==> src/fie_pkg.sv <==
// Package for the fault interrupt enable bank: offsets, field layout, codes and reset values
package fie_pkg;

  localparam int          ADDR_W          = 8;
  localparam int          DATA_W          = 16;
  localparam int          NSRC            = 7;

  // ****************************************
  // Register offsets
  // ****************************************
  localparam logic [7:0]  SUPPLY_EN_OFS   = 8'h08;
  localparam logic [7:0]  CONV_EN_OFS     = 8'h0A;
  localparam logic [7:0]  GLOBAL_EN_OFS   = 8'h0C;
  localparam logic [7:0]  SUPPLY_STAT_OFS = 8'h0E;
  localparam logic [7:0]  CONV_STAT_OFS   = 8'h10;

  // ****************************************
  // Reset values
  // ****************************************
  localparam logic [15:0] SUPPLY_EN_RST   = 16'h2AAA;
  localparam logic [15:0] CONV_EN_RST     = 16'hA028;
  localparam logic        GLOBAL_EN_RST   = 1'b1;

  // ****************************************
  // Field layout: source i of the supply bank sits in field i,
  // source i of the converter bank sits in field i + CONV_FIELD_BASE
  // ****************************************
  localparam int          FIELD_W         = 2;
  localparam int          SUPPLY_FIELD_BASE = 0;
  localparam int          CONV_FIELD_BASE = 1;
  localparam int          GLOBAL_FIELD    = 3;

  // Supply bank source order, fields 0..6
  localparam int          SRC_INPUT_UV    = 0;
  localparam int          SRC_INPUT_OV    = 1;
  localparam int          SRC_LOGIC_UV    = 2;
  localparam int          SRC_INPUT_OC    = 3;
  localparam int          SRC_PUMP_CAP    = 4;
  localparam int          SRC_PUMP_FAULT  = 5;
  localparam int          SRC_SYNC_LOSS   = 6;
  // Converter bank source order, fields 1..7
  localparam int          SRC_CONV_OV     = 0;
  localparam int          SRC_CONV_OC     = 1;
  localparam int          SRC_FREQ_RES    = 2;
  localparam int          SRC_MODE_RES    = 3;
  localparam int          SRC_STRING_RES  = 4;
  localparam int          SRC_CURR_RES    = 5;
  localparam int          SRC_OVERTEMP    = 6;

  // ****************************************
  // Keyed codes
  // ****************************************
  localparam logic [1:0]  CODE_DISABLE    = 2'h1;
  localparam logic [1:0]  CODE_ENABLE     = 2'h3;
  localparam logic [1:0]  READ_DISABLED   = 2'h0;
  localparam logic [1:0]  READ_ENABLED    = 2'h2;

endpackage : fie_pkg

==> src/fie_enable_bank.sv <==
// Fault interrupt enable bank with keyed enable fields, latched fault status and interrupt output
// Behaviour
// (RL1) Write 3h enables, 1h disables a source
// (RL2) Field reads 2h enabled, 0h disabled
// (RL3) Supply enables at 08h, reset 2AAAh
// (RL4) Sync loss enable bits 13-12, enabled
// (RL5) Pump fault enable bits 11-10, enabled
// (RL6) Pump capacitor enable bits 9-8, enabled
// (RL7) Input overcurrent enable bits 7-6, enabled
// (RL8) Logic supply low enable bits 5-4, enabled
// (RL9) Input overvoltage enable bits 3-2, enabled
// (RL10) Input undervoltage enable bits 1-0, enabled
// (RL11) Converter enables at 0Ah, reset A028h
// (RL12) Overtemperature enable bits 15-14, enabled
// (RL13) Current resistor short bits 13-12, enabled
// (RL14) String resistor missing bits 11-10, disabled
// (RL15) Mode resistor missing bits 9-8, disabled
// (RL16) Frequency resistor missing bits 7-6, disabled
// (RL17) Converter overcurrent bits 5-4, enabled
// (RL18) Converter overvoltage bits 3-2, enabled
// (RL19) Reserved bits read zero, control nothing
// (RL20) Clear needs status and clear both written
// (RL21) Global enable field uses same codes
// (RL22) Interrupt needs status, source and global enable
// (RL23) Codes 0h and 2h change nothing
module fie_enable_bank (
  input  wire logic                  sys_clk,
  input  wire logic                  reset,
  input  wire logic [7:0]            reg_addr,
  input  wire logic [15:0]           reg_wdata,
  input  wire logic                  reg_wr,
  input  wire logic                  reg_rd,
  output logic      [15:0]           reg_rdata,
  output logic                       reg_rvalid,
  input  wire logic [6:0]            supply_fault_evt,
  input  wire logic [6:0]            conv_fault_evt,
  output logic                       fault_irq
);

  logic [6:0] sup_en_r;
  logic [6:0] cnv_en_r;
  logic       glob_en_r;
  logic [6:0] sup_stat_r;
  logic [6:0] cnv_stat_r;
  logic       wr_sup_en;
  logic       wr_cnv_en;
  logic       wr_glob;
  logic       wr_sup_st;
  logic       wr_cnv_st;
  logic [15:0] rd_nxt;
  logic       irq_nxt;

  // ****************************************
  // Helper functions
  // ****************************************
  // Keyed update: only the two codes move the state, so a stray write of 0h or 2h
  // (for example a read-modify-write of the read value) leaves the source alone
  function automatic logic key_apply(input logic cur, input logic [1:0] code);
    logic res;
    res = cur;
    unique case (code)
      fie_pkg::CODE_ENABLE:  res = 1'b1;   // RL1
      fie_pkg::CODE_DISABLE: res = 1'b0;   // RL1
      default:               res = cur;    // RL23
    endcase
    return res;
  endfunction : key_apply

  function automatic logic [1:0] key_read(input logic en);
    return en ? fie_pkg::READ_ENABLED : fie_pkg::READ_DISABLED;  // RL2
  endfunction : key_read

  function automatic logic [1:0] field_of(input logic [15:0] w, input int idx);
    return w[idx*fie_pkg::FIELD_W +: fie_pkg::FIELD_W];
  endfunction : field_of

  // Reset state of a source comes from its read code in the reset word
  function automatic logic rst_bit(input logic [15:0] w, input int idx);
    return field_of(w, idx) == fie_pkg::READ_ENABLED;
  endfunction : rst_bit

  // ****************************************
  // Address decode
  // ****************************************
  assign wr_sup_en = reg_wr && (reg_addr == fie_pkg::SUPPLY_EN_OFS);    // RL3
  assign wr_cnv_en = reg_wr && (reg_addr == fie_pkg::CONV_EN_OFS);      // RL11
  assign wr_glob   = reg_wr && (reg_addr == fie_pkg::GLOBAL_EN_OFS);
  assign wr_sup_st = reg_wr && (reg_addr == fie_pkg::SUPPLY_STAT_OFS);
  assign wr_cnv_st = reg_wr && (reg_addr == fie_pkg::CONV_STAT_OFS);

  // ****************************************
  // Enable registers
  // ****************************************
  always_ff @(posedge sys_clk) begin
    if (reset) begin
      for (int i = 0; i < fie_pkg::NSRC; i++) begin
        sup_en_r[i] <= rst_bit(fie_pkg::SUPPLY_EN_RST, i + fie_pkg::SUPPLY_FIELD_BASE);  // RL3
      end
    end else if (wr_sup_en) begin
      // Field i carries source i, in the source order of the package
      for (int i = 0; i < fie_pkg::NSRC; i++) begin  // RL5 RL6 RL7 RL8 RL9 RL10
        sup_en_r[i] <= key_apply(sup_en_r[i], field_of(reg_wdata, i + fie_pkg::SUPPLY_FIELD_BASE)); // RL4
      end
    end
  end

  always_ff @(posedge sys_clk) begin
    if (reset) begin
      for (int i = 0; i < fie_pkg::NSRC; i++) begin
        cnv_en_r[i] <= rst_bit(fie_pkg::CONV_EN_RST, i + fie_pkg::CONV_FIELD_BASE);  // RL11
      end
    end else if (wr_cnv_en) begin
      // Field 0 is reserved and skipped
      for (int i = 0; i < fie_pkg::NSRC; i++) begin  // RL13 RL14 RL15 RL16 RL17 RL18 RL19
        cnv_en_r[i] <= key_apply(cnv_en_r[i], field_of(reg_wdata, i + fie_pkg::CONV_FIELD_BASE)); // RL12
      end
    end
  end

  always_ff @(posedge sys_clk) begin
    if (reset) begin
      glob_en_r <= fie_pkg::GLOBAL_EN_RST;
    end else if (wr_glob) begin
      glob_en_r <= key_apply(glob_en_r, field_of(reg_wdata, fie_pkg::GLOBAL_FIELD));  // RL21
    end
  end

  // ****************************************
  // Fault status latches
  // ****************************************
  // Status bit at odd position, its clear partner just below; a new event wins over a clear
  always_ff @(posedge sys_clk) begin
    if (reset) begin
      sup_stat_r <= '0;
    end else begin
      for (int i = 0; i < fie_pkg::NSRC; i++) begin
        if (supply_fault_evt[i]) begin
          sup_stat_r[i] <= 1'b1;
        end else if (wr_sup_st && (field_of(reg_wdata, i) == 2'h3)) begin
          sup_stat_r[i] <= 1'b0;  // RL20
        end
      end
    end
  end

  always_ff @(posedge sys_clk) begin
    if (reset) begin
      cnv_stat_r <= '0;
    end else begin
      for (int i = 0; i < fie_pkg::NSRC; i++) begin
        if (conv_fault_evt[i]) begin
          cnv_stat_r[i] <= 1'b1;
        end else if (wr_cnv_st && (field_of(reg_wdata, i + fie_pkg::CONV_FIELD_BASE) == 2'h3)) begin
          cnv_stat_r[i] <= 1'b0;  // RL20
        end
      end
    end
  end

  // ****************************************
  // Interrupt output
  // ****************************************
  assign irq_nxt = glob_en_r && (|(sup_stat_r & sup_en_r) || |(cnv_stat_r & cnv_en_r));  // RL22

  always_ff @(posedge sys_clk) begin
    if (reset) begin
      fault_irq <= 1'b0;
    end else begin
      fault_irq <= irq_nxt;
    end
  end

  // ****************************************
  // Read path
  // ****************************************
  // Reserved fields and unmapped offsets read zero
  always_comb begin
    rd_nxt = '0;
    unique case (reg_addr)
      fie_pkg::SUPPLY_EN_OFS: begin
        for (int i = 0; i < fie_pkg::NSRC; i++) begin
          rd_nxt[2*(i + fie_pkg::SUPPLY_FIELD_BASE) +: 2] = key_read(sup_en_r[i]);  // RL2
        end
      end
      fie_pkg::CONV_EN_OFS: begin
        for (int i = 0; i < fie_pkg::NSRC; i++) begin
          rd_nxt[2*(i + fie_pkg::CONV_FIELD_BASE) +: 2] = key_read(cnv_en_r[i]);  // RL19
        end
      end
      fie_pkg::GLOBAL_EN_OFS: rd_nxt[2*fie_pkg::GLOBAL_FIELD +: 2] = key_read(glob_en_r);
      fie_pkg::SUPPLY_STAT_OFS: begin
        for (int i = 0; i < fie_pkg::NSRC; i++) begin
          rd_nxt[2*i + 1] = sup_stat_r[i];
        end
      end
      fie_pkg::CONV_STAT_OFS: begin
        for (int i = 0; i < fie_pkg::NSRC; i++) begin
          rd_nxt[2*(i + fie_pkg::CONV_FIELD_BASE) + 1] = cnv_stat_r[i];
        end
      end
      default: rd_nxt = '0;
    endcase
  end

  always_ff @(posedge sys_clk) begin
    if (reset) begin
      reg_rdata  <= '0;
      reg_rvalid <= 1'b0;
    end else begin
      reg_rdata  <= reg_rd ? rd_nxt : 16'h0000;
      reg_rvalid <= reg_rd;
    end
  end
endmodule : fie_enable_bank

==> config.mk <==
export PLATFORM = sky130hd
export DESIGN_NAME = fie_enable_bank
export DESIGN_NICKNAME = d
export VERILOG_FILES = /design/src/fie_pkg.sv /design/src/fie_enable_bank.sv
export SDC_FILE = /design/constraint.sdc
export NUM_CORES = 1
export LEC_CHECK = 0
export ABC_CLOCK_PERIOD_IN_PS = 1780
export BUFFER_PORTS_ARGS = -buffer_cell sky130_fd_sc_hd__clkbuf_2
export CORE_MARGIN = 2
export CORE_UTILIZATION = 30
export CTS_CLUSTER_SIZE = 10
export DETAILED_ROUTE_END_ITERATION = 10
export GPL_TIMING_DRIVEN = 0
export MAX_ROUTING_LAYER = met4
export PLACE_DENSITY = 0.51
export REMOVE_ABC_BUFFERS = 1
export SKIP_LAST_GASP = 1
export SYNTH_ARGS = -nofsm -noshare
export SYNTH_HDL_FRONTEND = slang
export SYNTH_SLANG_ARGS = --single-unit
==> constraint.sdc <==
create_clock -name sys_clk -period 1.78 [get_ports sys_clk]
set_clock_uncertainty 0.1 [all_clocks]
set_input_delay 0.089 -clock sys_clk [delete_from_list [all_inputs] [get_ports sys_clk]]
set_output_delay 0.089 -clock sys_clk [all_outputs]
set_load 0.005 [all_outputs]
[Yosys cells after proc, flatten, opt, wreduce, memory -nomap -nowiden]
Index checks and enable logic that the tools add are counted.
Word-level totals
  register bits: 47
  output and inout port bits: 18
  word-level logic and storage cells: 188
Operators by class
  eq/ne operators: 21
  multiplexer cells: 65
  bitwise operators: 5
  reductions and logical operators: 63
Operators by type and width (count)
  2-bit nonzero test: 22
  8-bit by 4-bit equality test with 1-bit output (second input constant): 4
  2-bit 2-to-1 mux: 15
  1-bit case mux with 2 select lines: 15
  2-bit AND reduction: 15
  1-bit 2-to-1 mux: 28
  1-bit logical AND: 20
  1-bit case mux with 4 select lines: 5
  2-bit by 1-bit equality test with 1-bit output (second input constant): 8
  2-bit equality test (second input constant): 8
  7-bit bitwise AND: 2
  7-bit OR reduction: 2
  8-bit by 5-bit equality test with 1-bit output (second input constant): 1
  3-bit OR reduction: 2
  1-bit case mux with 5 select lines: 1
  1-bit inverter: 3
  1-bit case mux with 3 select lines: 1
  2-bit OR reduction: 1
  1-bit logical OR: 1

[Depth between registers and ports, before layout]
  depth in word-level cells: 5
  depth in mapped cells: 6

[Least setup slack after synthesis]
OpenSTA, ideal clock, no wires.
  kind: input-to-reg
  from: input reg_addr[2]
  to: register sup_en_r[6]
  setup time: 122 ps
  arrival time: 1410 ps
  slack: 148 ps
  stages on the path: 6
  cell sequence: buf_6 or4b_4 nor2_4 buf_6 nand3_1 a221o_1
Between the ends
  word-level cells in the longest chain between the ends: 3
Ends and longest elaborated chain
  start: declaration: RTL line fie_enable_bank.sv:29  | input wire logic [7:0] reg_addr,
  8-bit by 4-bit equality test with 1-bit output: RTL line fie_enable_bank.sv:85  | assign wr_sup_en = reg_wr && (reg_addr == fie_pkg::SUPPLY_EN_OFS);
  1-bit logical AND: RTL line fie_enable_bank.sv:85
  2-bit AND reduction (no source line)
  end signal: indexed assignment: RTL line fie_enable_bank.sv:97  | sup_en_r[i] <= rst_bit(fie_pkg::SUPPLY_EN_RST, i + fie_pkg::SUPPLY_FIELD_BASE);
  end signal: indexed assignment: RTL line fie_enable_bank.sv:102  | sup_en_r[i] <= key_apply(sup_en_r[i], field_of(reg_wdata, i + fie_pkg::SUPPLY_FIELD_BASE));
  end: declaration: RTL line fie_enable_bank.sv:40  | logic [6:0] sup_en_r;
No other way between the ends.
A chain may end at the register's enable or synchronous reset.

[Worst setup path in the final report]
  from: input reg_addr[1]
  to: register sup_en_r[0]
Same word-level chain as after synthesis.

==> flow_metrics.tcl <==
set metrics [dict create \
    synth_seq_cells 39 \
    period_minus_slack_ns 1.66 \
    num_vias 1824 \
    tightest_slew_ns 0.853 \
    synth_edf_count 0 \
    crit_arrival_ns 1.74 \
    avgRoutedWirePerCell_um 14.5 \
    p_int_mw 1.36 \
    pre_cts_slack_ns -0.581 \
    cp-start-kind "primary input" \
    min_path_type "in2reg" \
    grt_usage 0.157 \
    postRouteAntennaNets 0 \
    combinationalPowerShare 0.121 \
    p_per_area_nw_per_um2 725 \
    finalSetupViolations 0 \
    num-fill-cells 642 \
    slowest_delay_ns 0.63 \
    dp_hpwl_um 3730 \
    slowest_stage "or4_4" \
    first_pass_iters 4 \
    setup_slack_ns 0.123 \
    cts_tree "yes" \
    h-tree-depth 2 \
    async_reset_ff_frac 0 \
    maxSlewViolCount 0 \
    setup_tns_ns 0 \
    core_um2 5990 \
    std_cell_rows 28 \
    layout-drive-gt1-share 0.229 \
    gp_congestion 0.788 \
    clock.fmax_mhz 604 \
    max_cap_violations 0 \
    relSlewSlack 0.425 \
    die_h_um 83.2 \
    num_antenna_cells 0 \
    multi_input_area_um2 962 \
    grt_max_degree 33 \
    ys.flop_type "dfxtp_1" \
    power_frac_seq 0.512 \
    synth_cell_types 40 \
    port_buffers 51 \
    ys_seq_area_frac 0.415 \
    rsz0062_at_grt "no" \
    grt_pass1_vias 1743 \
    die_area_um2 6920 \
    viasPerCell 5.08 \
    fp.dieW_um 83.2 \
    status "finished, final reports clean" \
    hold_viol 0 \
    crit_fanout 13 \
    routed_wl_um 5210 \
    endpoint_kind "register" \
    synth_cells 213 \
    syn_area_um2 1880 \
    crit_path_cell_trace "clkbuf_2 -> or4_4 -> nor2_4 -> nand3_1 -> a221o_1" \
    antenna_found_initial 0 \
    drc 0 \
    period_share 0.931 \
    first_iter_violations 124 \
    vdd_drop_max_mv 0.261 \
    cts_buffer_depth 2 \
    start_util 0.314 \
    worst_ep_required_time_ns 1.86 \
    seq_area_um2 781 \
    cts.clk_slew.worst_paths_ns 0.08 \
    p_sw_mw 0.432 \
    finalNetCount 325 \
    synthToLayoutAreaGrowth_pct 31.4 \
    syn_avg_cell_area_um2 8.83 \
    clock_latency_ns 0.29 \
    switching_share 0.241 \
    grt_overflow 0 \
    crit_type "in2reg" \
    postCtsSetupBuffers 0 \
    root_buffer "clkbuf_8" \
    numCtsBuffers 5 \
    clkSinkCount 39 \
    synth_warnings 0 \
    io_pins 60 \
    leakage_nw 1.07 \
    grt_pass1_wl_um 8580 \
    pwr-share-clk 0.367 \
]
-- cell usage after synthesis, types with 5 or more instances --
library cell	number	area, µm²
and3_1	5	31.3
nand2_1	9	33.8
mux2i_1	11	110
inv_1	16	60.1
nand3_1	18	90.1
buf_4	8	60.1
a21oi_1	20	100
a2bb2oi_1	5	43.8
a221o_1	7	70.1
dfxtp_1	39	781
o21ai_0	15	75.1
nor2_1	10	37.5
-- placed cells by master (no fill, tap or decap), types with 3 or more instances in the layout --
cell type and n:
a21oi_1 20, dlygate4sd3_1 22, a2bb2oi_1 5, a221oi_1 3, nor2_1 10, a22oi_1 4
nor3_1 4, clkbuf_2 51, inv_1 16, clkbuf_8 7, dfxtp_1 39, mux2i_1 11
a221o_1 7, nand2_1 9, and3_1 5, o21ai_0 15, nand3_1 18, conb_1 8
-- flip-flops by register name, indices dropped and copies added, names as in the netlist --
name,count
reg_rdata,8
fault_irq,1
sup_stat_r,7
reg_rvalid,1
cnv_en_r,7
cnv_stat_r,7
glob_en_r,1
sup_en_r,7
-- critical path: cells and delay by family --
family                 cells  cell delay (ns)
AOI/OAI and AO/OA          1             0.35
and+or+nand+nor            3             1.06
buffers and inverters      1             0.23
-- per-stage QoR --
stage	total power, mW	utilization	cell area [µm²]	hold slack, ns	instances
3_3_place_gp	1.11	0.356	2130	0.208	329
6_report	1.79	0.413	2470	0.00966	359
2_1_floorplan	1.01	-	1790	0.0581	203
5_1_grt	1.88	0.413	2470	0.0182	359
4_1_cts	1.81	0.412	2470	0.00327	359
3_5_place_dp	1.12	0.356	2130	0.210	329
-- cells by family after synthesis --
logic type / after synthesis / synth area share
flops: 39 / 0.415
other cells: 1 / 0.00199
simple gates: 66 / 0.203
compound gates: 63 / 0.225
mux: 11 / 0.0585
buf+inv: 33 / 0.0971
-- layer usage --
layer / GRT usage / vias to the layer above / part of all wire
li1: - / 911 / -
met4: 0.0402 / 0 / 0.010
met2: 0.240 / 47 / 0.43
met1: 0.213 / 861 / 0.51
met3: 0.0328 / 5 / 0.047
met5: - / - / 0
-- timing repair --
item	in CTS	in global routing
hold buffers	22	0
hold endpoints to repair	22	0
setup endpoints to repair	13	3
gates resized for setup	2	1
-- power by group through the flow --
stage | logic, mW | clock network [mW] | registers, mW
2_1_floorplan | 0.0763 | 0 | 0.931
3_3_place_gp | 0.176 | 0 | 0.938
3_5_place_dp | 0.177 | 0 | 0.938
4_1_cts | 0.216 | 0.675 | 0.918
5_1_grt | 0.244 | 0.712 | 0.920
6_report | 0.217 | 0.657 | 0.918
-- area by class of cell --
type,instances,share of cell area
Inverter,16,0.0243
Timing Repair Buffer,73,0.192
Sequential cell,39,0.316
Clock buffer,8,0.0405
Tap cell,75,0.0380
Multi-Input combinational cell,148,0.389
-- worst paths after layout --
kind	from	to	slack, ns	cells after the start
hold reg to reg	glob_en_r	fault_irq	0.38	2
hold / removal	reg_wdata[10]	sup_en_r[5]	0.01	3
setup / recovery	reg_addr[1]	sup_en_r[0]	0.12	5
setup reg to reg	sup_en_r[4]	fault_irq	0.55	3
(Power assumes the default switching activity.)
